===== src/rtl/adc_link_cfg.svh =====
// Purpose: Shared constants for the self-clocking converter serial link
// Assumes: aclk at 10 MHz; serial words of sixteen bits
// Notes:   Counts are derived from times by the expressions below
//
// Operation
// - Free mode: serial clock follows master clock
// - Gated mode: master clock gated by frame
// - Select1 high: select2 low gated, high free
// - Start falling edge begins conversion, raises busy
// - Start rising edge lowers sync shortly after
// - Sixteen clocks per frame, then sync high, busy low
// - Current result out; input word for next
// - Next start at least 400 ns after busy
// - Free mode: sync falls after serial clock rise; here sync falls on the same aclk edge as the clock rise
// - First bit at sync fall, rest on rises
// - Input bit captured on each active rise
// - Polarity swaps sample and launch edges
// - Sync rises after sixteenth edge, no extra bit
// - Control start bit starts conversion and frame
// - After software conversion, frames need pin toggle
// - Controller avoids software starts without pin control
// - Transfers only while sync is low
// - Master clock runs for power-on calibration
// - Two-wire mode only via control bit, alternating
// - All-zero input word changes no register
// - Silent controller may hold input low
// - Tied clock: sync low exactly sixteen cycles
`ifndef ADC_LINK_CFG_SVH
`define ADC_LINK_CFG_SVH

`define CLK_PERIOD_NS      100
`define FRAME_BITS         5'h10
`define LAST_BIT           5'h0f
`define CAL_TIME_US        32000
`define CAL_CLK_MHZ        4
`define CAL_EDGES          (`CAL_TIME_US * `CAL_CLK_MHZ)
`define ACQ_TIME_NS        400
`define ACQ_CYCLES         ((`ACQ_TIME_NS + `CLK_PERIOD_NS - 1) / `CLK_PERIOD_NS)
`define START_LOW_CYCLES   4

`define CTRL_SOFT_START    0
`define CTRL_TWO_WIRE      1

`define REG_CMD            8'h00
`define REG_TX             8'h04
`define REG_RX             8'h08
`define REG_STATUS         8'h0c
`define CMD_START          0
`define STAT_BUSY          0
`define STAT_RX_VALID      1
`define STAT_PENDING       2

`endif


===== src/rtl/adc_link_pkg.sv =====
// Purpose: Types shared by both ends of the serial link
// Assumes: Constants come from adc_link_cfg.svh
// Notes:   Each end keeps all of its state in one packed struct
package adc_link_pkg;

  typedef logic [15:0] word_t;
  typedef logic [11:0] sample_t;

  typedef enum logic [1:0] {MODE_EXT, MODE_GATED, MODE_FREE} link_mode_e;

  typedef enum logic [2:0] {ST_CAL, ST_IDLE, ST_CONV, ST_DELAY, ST_FRAME, ST_END} dev_state_e;

  typedef struct packed {
    dev_state_e  state;
    logic        mclk_m, mclk_s, mclk_q;
    logic        cs_m, cs_s, cs_q;
    logic        din_m, din_s;
    logic [19:0] cal_cnt;
    logic [4:0]  bit_cnt;
    word_t       shreg, rxreg, ctrl;
    logic        sclk, sync_n, dout, busy;
    logic        soft_pend, soft_run, locked, read_phase;
  } dev_reg_s;

  typedef struct packed {
    logic        aw_hold, w_hold, bvalid, rvalid;
    logic [7:0]  aw_addr;
    logic [31:0] wdata, rdata;
    logic [3:0]  wstrb;
    logic [1:0]  bresp, rresp;
    word_t       tx, rx, sh_in, sh_out;
    logic        rx_valid, start_req, cs_n, din;
    logic [3:0]  cs_cnt, gap_cnt;
    logic [4:0]  bits;
    logic        sclk_m, sclk_s, sclk_q;
    logic        fs_m, fs_s, fs_q;
    logic        dout_m, dout_s, dout_q;
    logic        busy_m, busy_s;
  } ctl_reg_s;

endpackage


===== src/rtl/adc_link_if.sv =====
// Purpose: Pins between the converter port and the receiving controller
// Assumes: master_clock_in is driven by the surroundings
// Notes:   No two-way pins; dout and din are one-way
`timescale 1ns/1ps
interface adc_link_if;
  logic master_clock_in;
  logic conversion_start_n;
  logic sclk;
  logic frame_sync_n;
  logic dout;
  logic din;
  logic busy;

  modport device (
    input  master_clock_in,
    input  conversion_start_n,
    input  din,
    output sclk,
    output frame_sync_n,
    output dout,
    output busy
  );

  modport controller (
    input  sclk,
    input  frame_sync_n,
    input  dout,
    input  busy,
    output conversion_start_n,
    output din
  );
endinterface


===== src/rtl/dsp_slave_end.sv =====
// Purpose: Receiving controller end, ordered by software over AXI4-Lite
// Assumes: Link inputs are asynchronous; two flip-flops before use
// Notes:   Start pulses are held off until acquisition time has passed
`timescale 1ns/1ps
`include "adc_link_cfg.svh"

module dsp_slave_end (
  input  wire logic        aclk,          // System clock
  input  wire logic        aresetn,       // Synchronous reset, low
  input  wire logic        ce,            // Clock enable
  input  wire logic        polarity,      // Swap active clock edge
  input  wire logic [7:0]  s_axi_awaddr,  // Write address
  input  wire logic        s_axi_awvalid, // Write address valid
  output logic             s_axi_awready, // Write address ready
  input  wire logic [31:0] s_axi_wdata,   // Write data
  input  wire logic [3:0]  s_axi_wstrb,   // Write strobes
  input  wire logic        s_axi_wvalid,  // Write data valid
  output logic             s_axi_wready,  // Write data ready
  output logic [1:0]       s_axi_bresp,   // Write response
  output logic             s_axi_bvalid,  // Write response valid
  input  wire logic        s_axi_bready,  // Write response ready
  input  wire logic [7:0]  s_axi_araddr,  // Read address
  input  wire logic        s_axi_arvalid, // Read address valid
  output logic             s_axi_arready, // Read address ready
  output logic [31:0]      s_axi_rdata,   // Read data
  output logic [1:0]       s_axi_rresp,   // Read response
  output logic             s_axi_rvalid,  // Read valid
  input  wire logic        s_axi_rready,  // Read ready
  adc_link_if.controller   link           // Serial pins
);
  import adc_link_pkg::*;

  localparam ctl_reg_s CTL_RESET = '{
    cs_n: 1'b1, sclk_m: 1'b0, fs_m: 1'b1, fs_s: 1'b1, fs_q: 1'b1, default: '0
  };

  ctl_reg_s r;
  ctl_reg_s n;
  logic     edge_seen;
  logic     rx_read;

  function automatic logic known_reg(input logic [7:0] a);
    return (a == `REG_CMD) || (a == `REG_TX) || (a == `REG_RX) || (a == `REG_STATUS);
  endfunction

  assign edge_seen = polarity ? (r.sclk_q & ~r.sclk_s) : (r.sclk_s & ~r.sclk_q);
  assign rx_read   = s_axi_arvalid && !r.rvalid && (s_axi_araddr == `REG_RX);

  always_comb begin
    n = r;
    n.sclk_m = link.sclk;
    n.sclk_s = r.sclk_m;
    n.sclk_q = r.sclk_s;
    n.fs_m   = link.frame_sync_n;
    n.fs_s   = r.fs_m;
    n.fs_q   = r.fs_s;
    n.dout_m = link.dout;
    n.dout_s = r.dout_m;
    n.dout_q = r.dout_s;
    n.busy_m = link.busy;
    n.busy_s = r.busy_m;

    // Write channels, taken in either order
    if (s_axi_awvalid && !r.aw_hold && !r.bvalid) begin
      n.aw_hold = 1'b1;
      n.aw_addr = s_axi_awaddr;
    end
    if (s_axi_wvalid && !r.w_hold && !r.bvalid) begin
      n.w_hold = 1'b1;
      n.wdata  = s_axi_wdata;
      n.wstrb  = s_axi_wstrb;
    end
    if (r.aw_hold && r.w_hold) begin
      n.aw_hold = 1'b0;
      n.w_hold  = 1'b0;
      n.bvalid  = 1'b1;
      n.bresp   = known_reg(r.aw_addr) ? 2'b00 : 2'b10;
      if ((r.aw_addr == `REG_CMD) && r.wstrb[0] && r.wdata[`CMD_START]) begin
        n.start_req = 1'b1;
      end
      if (r.aw_addr == `REG_TX) begin
        if (r.wstrb[0]) n.tx[7:0] = r.wdata[7:0];
        if (r.wstrb[1]) n.tx[15:8] = r.wdata[15:8];
      end
    end
    if (r.bvalid && s_axi_bready) begin
      n.bvalid = 1'b0;
    end

    // Read channel; reading the received word clears its flag
    if (s_axi_arvalid && !r.rvalid) begin
      n.rvalid = 1'b1;
      n.rresp  = known_reg(s_axi_araddr) ? 2'b00 : 2'b10;
      if (s_axi_araddr == `REG_STATUS) begin
        n.rdata = {29'h0, r.start_req, r.rx_valid, r.busy_s};
      end else if (s_axi_araddr == `REG_RX) begin
        n.rdata = {16'h0, r.rx};
      end else if (s_axi_araddr == `REG_TX) begin
        n.rdata = {16'h0, r.tx};
      end else begin
        n.rdata = 32'h0;
      end
    end
    if (r.rvalid && s_axi_rready) begin
      n.rvalid = 1'b0;
    end
    if (rx_read) begin
      n.rx_valid = 1'b0;
    end

    // Acquisition gap after busy falls before the next start pulse
    if (r.busy_s) begin
      n.gap_cnt = 4'h0;
    end else if (r.gap_cnt != 4'(`ACQ_CYCLES)) begin
      n.gap_cnt = r.gap_cnt + 4'h1;
    end
    if (!r.cs_n) begin
      if (r.cs_cnt == 4'(`START_LOW_CYCLES - 1)) begin
        n.cs_n      = 1'b1;
        n.start_req = 1'b0;
      end else begin
        n.cs_cnt = r.cs_cnt + 4'h1;
      end
    end else if (r.start_req && !r.busy_s && (r.gap_cnt == 4'(`ACQ_CYCLES))) begin
      n.cs_n   = 1'b0;
      n.cs_cnt = 4'h0;
    end

    // Outside a frame the first outgoing bit is already waiting
    if (r.fs_s) begin
      n.bits   = 5'h00;
      n.sh_out = r.tx;
      n.din    = r.tx[15];
    end else if (edge_seen && !r.fs_q && (r.bits != `FRAME_BITS)) begin
      // Free clock rises with the sync fall; that edge carries no bit
      // Old dout sample is the bit that stood before this edge
      n.sh_in  = {r.sh_in[14:0], r.dout_q};
      n.bits   = r.bits + 5'h01;
      n.sh_out = {r.sh_out[14:0], 1'b0};
      n.din    = r.sh_out[14];
      if (r.bits == `LAST_BIT) begin
        n.rx       = {r.sh_in[14:0], r.dout_q};
        n.rx_valid = 1'b1; // Set wins over a read in the same cycle
      end
    end
  end

  always_ff @(posedge aclk) begin
    if (!aresetn) begin
      r <= CTL_RESET;
    end else if (ce) begin
      r <= n;
    end
  end

  assign s_axi_awready           = !r.aw_hold && !r.bvalid;
  assign s_axi_wready            = !r.w_hold && !r.bvalid;
  assign s_axi_bvalid            = r.bvalid;
  assign s_axi_bresp             = r.bresp;
  assign s_axi_arready           = !r.rvalid;
  assign s_axi_rvalid            = r.rvalid;
  assign s_axi_rdata             = r.rdata;
  assign s_axi_rresp             = r.rresp;
  assign link.conversion_start_n = r.cs_n;
  assign link.din                = r.din;

endmodule


===== src/flat_wrapper.sv =====
// flat-port wrapper written by rule: the top's interface ports become plain ports
module dsp_slave_end_flat import adc_link_pkg::*;
  (aclk, aresetn, ce, polarity, s_axi_awaddr, s_axi_awvalid, s_axi_awready, s_axi_wdata, s_axi_wstrb, s_axi_wvalid, s_axi_wready, s_axi_bresp, s_axi_bvalid, s_axi_bready, s_axi_araddr, s_axi_arvalid, s_axi_arready, s_axi_rdata, s_axi_rresp, s_axi_rvalid, s_axi_rready, link_sclk, link_frame_sync_n, link_dout, link_busy, link_conversion_start_n, link_din);
  adc_link_if link_i ();
  input  wire logic aclk;
  input  wire logic aresetn;
  input  wire logic ce;
  input  wire logic polarity;
  input  wire logic [7:0] s_axi_awaddr;
  input  wire logic s_axi_awvalid;
  output logic s_axi_awready;
  input  wire logic [31:0] s_axi_wdata;
  input  wire logic [3:0] s_axi_wstrb;
  input  wire logic s_axi_wvalid;
  output logic s_axi_wready;
  output logic [1:0] s_axi_bresp;
  output logic s_axi_bvalid;
  input  wire logic s_axi_bready;
  input  wire logic [7:0] s_axi_araddr;
  input  wire logic s_axi_arvalid;
  output logic s_axi_arready;
  output logic [31:0] s_axi_rdata;
  output logic [1:0] s_axi_rresp;
  output logic s_axi_rvalid;
  input  wire logic s_axi_rready;
  input wire logic [$bits(link_i.sclk)-1:0] link_sclk;
  input wire logic [$bits(link_i.frame_sync_n)-1:0] link_frame_sync_n;
  input wire logic [$bits(link_i.dout)-1:0] link_dout;
  input wire logic [$bits(link_i.busy)-1:0] link_busy;
  output wire logic [$bits(link_i.conversion_start_n)-1:0] link_conversion_start_n;
  output wire logic [$bits(link_i.din)-1:0] link_din;
  assign link_i.sclk = link_sclk;
  assign link_i.frame_sync_n = link_frame_sync_n;
  assign link_i.dout = link_dout;
  assign link_i.busy = link_busy;
  assign link_conversion_start_n = link_i.conversion_start_n;
  assign link_din = link_i.din;
  dsp_slave_end u_core (.aclk(aclk), .aresetn(aresetn), .ce(ce), .polarity(polarity), .s_axi_awaddr(s_axi_awaddr), .s_axi_awvalid(s_axi_awvalid), .s_axi_awready(s_axi_awready), .s_axi_wdata(s_axi_wdata), .s_axi_wstrb(s_axi_wstrb), .s_axi_wvalid(s_axi_wvalid), .s_axi_wready(s_axi_wready), .s_axi_bresp(s_axi_bresp), .s_axi_bvalid(s_axi_bvalid), .s_axi_bready(s_axi_bready), .s_axi_araddr(s_axi_araddr), .s_axi_arvalid(s_axi_arvalid), .s_axi_arready(s_axi_arready), .s_axi_rdata(s_axi_rdata), .s_axi_rresp(s_axi_rresp), .s_axi_rvalid(s_axi_rvalid), .s_axi_rready(s_axi_rready), .link(link_i));
endmodule

===== config.mk =====
export PLATFORM = sky130hd
export DESIGN_NAME = dsp_slave_end_flat
export DESIGN_NICKNAME = d
export VERILOG_FILES = /design/src/rtl/adc_link_pkg.sv /design/src/rtl/adc_link_if.sv /design/src/rtl/dsp_slave_end.sv /design/src/flat_wrapper.sv
export VERILOG_INCLUDE_DIRS = /design/src /design/src/rtl
export SDC_FILE = /design/constraint.sdc
export NUM_CORES = 1
export LEC_CHECK = 0
export ABC_AREA = 1
export BUFFER_PORTS_ARGS = -buffer_cell sky130_fd_sc_hd__buf_2
export CORE_MARGIN = 3
export CORE_UTILIZATION = 31
export DETAILED_ROUTE_END_ITERATION = 7
export REMOVE_ABC_BUFFERS = 1
export SYNTH_ARGS = -nofsm -noshare
export SYNTH_HDL_FRONTEND = slang
export SYNTH_SLANG_ARGS = --single-unit
export TNS_END_PERCENT = 10

===== constraint.sdc =====
create_clock -name aclk -period 2.9 [get_ports aclk]
set_input_delay 0.145 -clock aclk [delete_from_list [all_inputs] [get_ports aclk]]
set_output_delay 0.145 -clock aclk [all_outputs]
set_load 0.005 [all_outputs]

==> out/qor.tcl, run 1 <==
set qor(outcome) {finished clean}
set qor(grt_max_degree) 99
set qor(power.density_cell_area_nw_per_um2) 572
set qor(min_path_type) {input port to register}
set qor(drt_pass1_iterations) 6
set qor(met3WireLength_um) 790
set qor(timing.critical_path.required_ns) 3.21
set qor(synth.distinct_cells) 29
set qor(ys_dominant_reg_cell) {dfxtp_1}
set qor(syn_avg_cell_area_um2) 6.73
set qor(nets_finish) 1097
set qor(drt.antenna.violating_nets) 0
set qor(worst_slew_pin_slew_ns) 0.792
set qor(netlist_instances) 963
set qor(floorplan.initialDensity) 0.318
set qor(dieHeight_um) 151
set qor(route.layer.met1.wl_um) 7280
set qor(slew-limit-headroom) 0.471
set qor(start_kind) {register}
set qor(timing.critical_path.to_type) {register}
set qor(max_cap_viol_count) 0
set qor(post-synth-top-area-fraction) 0.427
set qor(cts.repair_timing.setup_buffer_count) 0
set qor(crit_fanout) 16
set qor(gp_congestion) 0.778
set qor(flop_and_latch_count_out_of_synthesis) 138
set qor(route.detailed.vias_per_inst) 4.46
set qor(dp_hpwl_um) 9800
set qor(root_buffer) {clkbuf_16}
set qor(synth_edf_count) 0
set qor(first_pass_grt_wire_length_um) 25700
set qor(cts-htree-levels) 4
set qor(design.die.area_um2) 22700
set qor(area_delta_synth_final_pct) 18.4
set qor(sequential_element_share_of_the_synthesized_area) 0.427
set qor(worst_ir_drop_vdd_mv) 0.414
set qor(n_antenna_cell) 0
set qor(ys_warn_count) 0
set qor(placement.io_buffers) 71
set qor(clock_sinks) 138
set qor(synthTopCellsByCount) {nand2_1 (215), nor2_1 (207), dfxtp_1 (138)}
set qor(wl_met2_um) 7130
set qor(tritoncts) {yes}
set qor(timing.final.hold_violations) 0
set qor(post-synth-top-count-cell) {nand2_1}
set qor(leakagePower_nw) 3.62
set qor(antenna_found_initial) 0
set qor(setup_violations) 0
set qor(cts-buffers-inserted) 17
set qor(top_layer_used) {met4}
set qor(n_fill_cell) 2153
set qor(critPathKind) {register to register}
set qor(cp_data_arrival_time_ns) 2.30
set qor(placement_rows) 52
set qor(clock_latency_ns) 0.42
set qor(final_min_period_over_clock_period) 0.684
set qor(slew_violations) 0
set qor(total_power_mw) 4.39
set qor(wl_per_cell_um) 11.8
set qor(period_needed_ns) 1.98
set qor(ctsResizeCount) 0
set qor(synthTopCellsByArea) {dfxtp_1 (43%), nand2_1 (12%), nor2_1 (12%), nand3_1 (8.0%), buf_4 (5.0%)}
set qor(synthArstFlopShare) 0
set qor(fraction_of_layout_instances_using_a_drive_strength_above_1) 0.119
set qor(cts_max_path_buffers) 2
set qor(skew_ns) 0.00579
set qor(mappedNetlistArea_um2) 6480
set qor(dr.first_iter.drc_count) 386
set qor(setup_tns_final_ns) 0
set qor(io_pins) 108
set qor(grt_util_all_layers) 0.142
set qor(postRouteWirelength_um) 15400
set qor(ctsHoldBuffers) 31
set qor(drc) 0
set qor(floorplan.core_area_um2) 20400
set qor(rsz0062_at_grt) {false}
set qor(highest_achievable_clock_rate_ghz) 0.504
set qor(route.vias.total) 5821
set qor(clk_pin_slew_ns) 0.05
set qor(gr-total-overflow) 0
set qor(first_global_vias) 5425
set qor(synth_top_area_cell) {dfxtp_1}
set qor(chipWidth_um) 151
[cells in the final DEF, fill, tap and decap left out, drive strengths merged, types with 2 or more instances in the layout]
| cell | synthesis | routed |
|---|---|---|
| nand2 | 218 | 218 |
| nor2 | 212 | 212 |
| dfxtp | 138 | 138 |
| nand3 | 104 | 104 |
| inv | 82 | 82 |
| buf | 64 | 82 |
| o21ai | 47 | 47 |
| a21oi | 47 | 47 |
| dlygate4sd3 | 0 | 31 |
| clkbuf | 22 | 27 |
| conb | 1 | 18 |
| nand4 | 8 | 8 |
| ha | 6 | 6 |
| clkinv | 3 | 4 |
| nor3 | 3 | 3 |
| or2 | 3 | 3 |
| nand3b | 2 | 2 |
[cell type report]
type / instances / area [um^2] / share of cell area
Clock buffer: 27 / 553 / 0.0721
Clock inverter: 1 / 5.00 / 0.000652
Inverter: 85 / 319 / 0.0416
Multi-Input combinational cell: 671 / 2930 / 0.382
Sequential cell: 138 / 2760 / 0.360
Tap cell: 270 / 338 / 0.0440
Timing Repair Buffer: 113 / 761 / 0.0992
[power by group]
part,internal (mW),switching [mW],total (mW)
logic,0.134,0.216,0.349
registers,1.96,0.0328,1.99
clock network,1.28,0.766,2.04
[worst paths after layout]
| kind | startpoint | to | slack (ns) | cells past startpoint |
|---|---|---|---|---|
| setup / recovery | u_core.r[11] | u_core.r[32] | 0.92 | 11 |
| hold / removal | s_axi_wstrb[0] | u_core.r[96] | 0.02 | 3 |
| setup reg to reg | u_core.r[11] | u_core.r[32] | 0.92 | 11 |
| hold reg to reg | u_core.s_axi_rdata[10] | u_core.s_axi_rdata[10] | 0.46 | 2 |
[flip-flops by register name (all words and copies together), names as in the netlist]
name / cells
u_core.link.conversion_start_n: 1
u_core.link.din: 1
u_core.n: 7
u_core.r: 109
u_core.s_axi_bresp: 1
u_core.s_axi_bvalid: 1
u_core.s_axi_rdata: 16
u_core.s_axi_rresp: 1
u_core.s_axi_rvalid: 1
[worst max-delay path, stage by stage (launching register included)]
cell	delay, ns
dfxtp_1	0.37
inv_1	0.09
ha_1	0.19
nand2_1	0.06
inv_1	0.06
a21oi_4	0.24
buf_4	0.24
nand2_1	0.07
nand2_1	0.08
nand2_2	0.21
nor2_1	0.18
nor2_1	0.06
[through the flow]
stage	hold WS (ns)	cell area, um^2	setup WS [ns]	utilization	instances
finish	0.0224	7670	0.916	0.377	1305
detailed placement	0.347	6800	0.900	0.334	1246
global route	0.0706	7670	0.745	0.377	1305
CTS	0.00627	7670	0.886	0.377	1305
global placement	0.344	6800	0.923	0.334	1246
floorplan	0.214	6010	0.763	-	894
[per-layer routing]
metal / vias up / GRT usage
li1: 3080 / -
met1: 2607 / 0.177
met2: 125 / 0.234
met3: 9 / 0.0397
met4: 0 / 0.0494
met5: - / 0
[cells by family after synthesis]
family | count (synthesis) | synth area share
and+or+nand+nor | 550 | 0.353
DFF | 138 | 0.427
AOI/OAI and AO/OA | 96 | 0.0765
buffers and inverters | 171 | 0.131
xor gates and xnor gates | 1 | 0.00135
other | 1 | 0.000579
adders and majority gates | 6 | 0.0116
No activity file was read; power rests on OpenSTA's default activity.
==> run 2: changes to the inputs <==
- clock period: 2.9 -> 1.8 ns (I/O delays scaled with it)
==> out/qor.tcl, run 2 (same netlist as run 1, synthesis figures left out) <==
set qor(outcome) {finished clean}
set qor(min_path_type) {input port to register}
set qor(total_power_mw) 7.12
set qor(tritoncts) {yes}
set qor(start_kind) {register}
set qor(critPathKind) {register to register}
set qor(skew_ns) 0.00910
set qor(leakagePower_nw) 3.72
set qor(reg2reg_path_depth) 10
set qor(post_place_instance_area_um2) 6940
set qor(clock_sinks) 138
set qor(fin_worst_hold_slack_ns) 0.0216
set qor(postRouteWirelength_um) 15400
set qor(r2r-start) {u_core.r[11]}
set qor(gp_congestion) 0.783
set qor(post-route-util) 0.385
set qor(largest_register) {u_core.r}
set qor(cts_max_path_buffers) 2
set qor(cts.repair_timing.setup_buffer_count) 0
set qor(antenna_found_initial) 0
set qor(final_min_period_over_clock_period) 0.895
set qor(wl_per_cell_um) 11.6
set qor(timing.final.hold_violations) 0
set qor(dieHeight_um) 151
set qor(worst_hold_path.num_cells) 4
set qor(dp_hpwl_um) 10400
set qor(critical_path.reg2reg.endpoint) {u_core.r[38]}
set qor(max_ffs_per_register) 109
set qor(use_met1) 0.190
set qor(r2r_setup_slk_ns) 0.19
set qor(met2_demand_to_capacity_share_in_global_routing) 0.232
set qor(rsz0062_at_grt) {false}
set qor(finalInstanceArea_um2) 7840
set qor(max_cap_viol_count) 0
set qor(mostFrequentLayoutCell) {nand2_1}
set qor(grt_max_degree) 53
set qor(grtUsageMet3) 0.0376
set qor(cts-buffers-inserted) 17
set qor(clock_latency_ns) 0.42
set qor(route.detailed.vias_per_inst) 4.42
set qor(placement.io_buffers) 71
set qor(worst_ir_drop_vdd_mv) 0.643
set qor(period_needed_ns) 1.61
set qor(grt_busiest_layer) {met2}
set qor(gr-total-overflow) 0
set qor(drt.antenna.violating_nets) 0
set qor(nets_finish) 1114
set qor(mostFrequentLayoutCells) {nand2_1 (215), nor2_1 (206), dfxtp_1 (137), nand3_1 (104), inv_1 (82)}
set qor(route.vias.total) 5857
set qor(grt_util_all_layers) 0.143
set qor(timing.critical_path.required_ns) 2.16
set qor(dr.first_iter.drc_count) 340
set qor(chipWidth_um) 151
set qor(first_pass_grt_wire_length_um) 26200
set qor(timing.critical_path.to_type) {register}
set qor(worstHoldEndpoint) {u_core.n[5]}
set qor(io_pins) 108
set qor(cp_data_arrival_time_ns) 1.97
set qor(floorplan.initialDensity) 0.318
set qor(drt_pass1_iterations) 4
set qor(holdCritStartpoint) {aresetn}
set qor(highest_achievable_clock_rate_ghz) 0.620
set qor(fraction_of_layout_instances_using_a_drive_strength_above_1) 0.136
set qor(crit_fanout) 16
set qor(power.density_cell_area_nw_per_um2) 908
set qor(setup_violations) 0
set qor(root_buffer) {clkbuf_16}
set qor(cts-htree-levels) 4
set qor(area_delta_synth_final_pct) 21.0
set qor(n_fill_cell) 2188
set qor(placement_rows) 52
set qor(first_global_vias) 5445
set qor(clk_pin_slew_ns) 0.06
set qor(slew_violations) 0
set qor(drc) 0
set qor(n_antenna_cell) 0
set qor(design.die.area_um2) 22700
set qor(floorplan.core_area_um2) 20400
## run 2: worst max-delay path by stage
| stage | cells after the start | slack [ns] | startpoint | endpoint |
|---|---|---|---|---|
| 5_1_grt | 8 | 0.02 | u_core.r[11] | u_core.r[68] |
| 3_5_place_dp | 10 | 0.04 | u_core.r[11] | u_core.r[44] |
| 4_1_cts | 11 | 0.04 | u_core.r[11] | u_core.r[11] |
| 6_report | 10 | 0.19 | u_core.r[11] | u_core.r[38] |
| 2_1_floorplan | 10 | -0.34 | u_core.r[11] | u_core.r[44] |
| 3_3_place_gp | 11 | 0.09 | u_core.r[11] | u_core.r[11] |
## run 2: final cells by class
type	instances	area, um^2	share of cell area
Sequential cell	138	2760	0.353
Clock inverter	8	67.6	0.00862
Timing Repair Buffer	130	903	0.115
Tap cell	270	338	0.0431
Inverter	85	319	0.0407
Clock buffer	24	492	0.0627
Multi-Input combinational cell	671	2950	0.377
## run 2: repair_timing
action / CTS / global route
hold endpoints to repair: 32 / 0
setup endpoints to repair: 0 / 44
hold buffers: 32 / 0
resized for setup: 0 / 6
## run 2: critical path, stage by stage, from the launching register on
cell,delay [ns]
dfxtp_1,0.37
inv_1,0.09
ha_1,0.19
nand2_1,0.06
inv_1,0.06
a21oi_4,0.19
nand3_1,0.12
buf_4,0.22
nand3_1,0.09
nand2_1,0.05
nor2_1,0.10
## run 2: layer usage
| layer | wire length (um) | share of wire | up-vias |
|---|---|---|---|
| met5 | 0 | 0 | - |
| met4 | 114 | 0.0074 | 0 |
| met3 | 753 | 0.049 | 7 |
| met2 | 7170 | 0.47 | 106 |
| met1 | 7370 | 0.48 | 2629 |
| li1 | - | - | 3115 |
## run 2: per-stage QoR
step                      TNS, ns  setup slack [ns]  instances
final                           0             0.188       1326
after CTS                       0            0.0353       1326
after detailed placement        0            0.0430       1262
after global routing            0            0.0185       1326
after global placement          0            0.0873       1262
after floorplan             -8.82            -0.337        894
## run 2: power breakdown
part / switching (mW) / internal, mW / leakage, nW
Clock: 1.29 / 2.03 / 0.280
Sequential: 0.0516 / 3.16 / 1.12
Combinational: 0.355 / 0.235 / 2.32
==> run 3: changes to the inputs <==
- CAP_MARGIN: default -> 20
- CORE_UTILIZATION: 31 -> 42
==> out/qor.tcl, run 3 (same netlist as run 1, synthesis figures left out) <==
set qor(mostFrequentLayoutCell) {nand2_1}
set qor(setup_violations) 0
set qor(grt_max_degree) 75
set qor(timing.critical_path.max_delay_family) {simple AND/OR/NAND/NOR gates}
set qor(max_cap_viol_count) 0
set qor(root_buffer) {clkbuf_16}
set qor(timing.final.hold_violations) 0
set qor(mostFrequentLayoutCells) {nand2_1 (215), nor2_1 (207), dfxtp_1 (138), nand3_1 (104), inv_1 (82)}
set qor(max_ffs_per_register) 109
set qor(timing.critical_path.to_type) {register}
set qor(skew_ns) 0.00802
set qor(critPathKind) {register to register}
set qor(route.vias.total) 5752
set qor(clk_pin_slew_ns) 0.06
set qor(postRouteWirelength_um) 14900
set qor(worst_ir_drop_vdd_mv) 0.679
set qor(floorplan.core_area_um2) 14800
set qor(crit_top_cell) {nand2_1}
set qor(gp_congestion) 0.770
set qor(highest_achievable_clock_rate_ghz) 0.615
set qor(nets_finish) 1113
set qor(r2r_setup_slk_ns) 0.17
set qor(layout.cells.non_filler) 1239
set qor(cts.repair_timing.setup_buffer_count) 0
set qor(fraction_of_layout_instances_using_a_drive_strength_above_1) 0.133
set qor(io_pins) 108
set qor(drc) 0
set qor(wl_per_cell_um) 12.0
set qor(placement.io_buffers) 71
set qor(path_cells) {inv_1 > ha_1 > nand2_1 > inv_1 > nand2_1 > nand2_1 > nor2_1 > nand2_2 > nand2_1 > a21oi_1}
set qor(timing.critical_path.required_ns) 2.08
set qor(period_needed_ns) 1.63
set qor(start_kind) {register}
set qor(placed_cells_incl_taps) 1174
set qor(route.detailed.vias_per_inst) 4.64
set qor(n_antenna_cell) 0
set qor(first_pass_grt_wire_length_um) 25000
set qor(drt.antenna.violating_nets) 0
set qor(slew_violations) 0
set qor(antenna_found_initial) 0
set qor(post-route-util) 0.523
set qor(clock_latency_ns) 0.42
set qor(final_min_period_over_clock_period) 0.903
set qor(slowest_cell_on_crit_path) {dfxtp_1}
set qor(first_global_vias) 5374
set qor(power.density_cell_area_nw_per_um2) 928
set qor(cts-htree-levels) 4
set qor(floorplan.initialDensity) 0.437
set qor(placement_rows) 44
set qor(area_delta_synth_final_pct) 19.7
set qor(cp_data_arrival_time_ns) 1.91
set qor(chipWidth_um) 130
set qor(outcome) {finished clean}
set qor(worstPathBufferInverterCount) 2
set qor(cts-buffers-inserted) 17
set qor(grt_util_all_layers) 0.184
set qor(leakagePower_nw) 3.73
set qor(dieHeight_um) 130
set qor(clock_sinks) 138
set qor(crit_fanout) 16
set qor(rsz0062_at_grt) {false}
set qor(drt_pass1_iterations) 4
set qor(design.die.area_um2) 16900
set qor(largest_register) {u_core.r}
set qor(gr-total-overflow) 0
set qor(cts_max_path_buffers) 2
set qor(min_path_type) {input port to register}
set qor(dp_hpwl_um) 9680
set qor(critical_path.max_stage_delay_ns) 0.37
set qor(tritoncts) {yes}
set qor(dr.first_iter.drc_count) 327
run 3: cell types whose count changed in the layout (fill, tap and decap cells not counted), sizes merged:
cell	change
clkbuf	+1
dlygate4sd3	+1
buf	-2
clkinv	-1
run 3: power by group:
part / switching [mW] / leakage, nW / internal (mW)
sequential: 0.0538 / 1.12 / 3.16
combinational: 0.348 / 2.32 / 0.237
clock: 1.29 / 0.289 / 2.11
run 3: area by class of cell:
cell class | count | area (um^2)
fillers | 1513 | 7060
multi-input cells | 671 | 2940
flip-flops and latches | 138 | 2760
repair buffers | 129 | 923
clock buffers | 25 | 515
inverters | 85 | 319
well taps | 184 | 230
clock inverters | 7 | 62.6
run 3: per-stage QoR:
stage / setup WS [ns] / hold WS, ns / TNS (ns) / total power, mW / instance area (um^2)
6_report: 0.174 / 0.0626 / 0 / 7.19 / 7750
5_1_grt: 0.00102 / 0.0942 / 0 / 7.49 / 7750
4_1_cts: 0.140 / 0.0481 / 0 / 7.26 / 7750
3_5_place_dp: 0.155 / 0.298 / 0 / 3.81 / 6840
3_3_place_gp: 0.165 / 0.300 / 0 / 3.80 / 6840
2_1_floorplan: -0.337 / 0.159 / -8.82 / 3.57 / 6010
run 3: worst paths after layout:
check                              from                     to  cells past startpoint
hold reg to reg   u_core.s_axi_rdata[5]  u_core.s_axi_rdata[5]                      2
setup reg to reg           u_core.r[11]           u_core.r[47]                     10
hold / removal                       ce    u_core.s_axi_bvalid                      2
setup / recovery           u_core.r[11]           u_core.r[47]                     10
run 3: metal layers:
layer | track usage | part of all wire | wire [um]
met1 | 0.239 | 0.49 | 7300
met3 | 0.0454 | 0.038 | 571
met2 | 0.300 | 0.46 | 6820
met5 | 0 | 0 | 0
met4 | 0.0642 | 0.015 | 226
run 3: repair_timing:
action	in CTS	in global routing
endpoints found under the setup margin	0	16
gates resized for setup	0	1
hold endpoints to repair	36	0
hold buffers	33	0
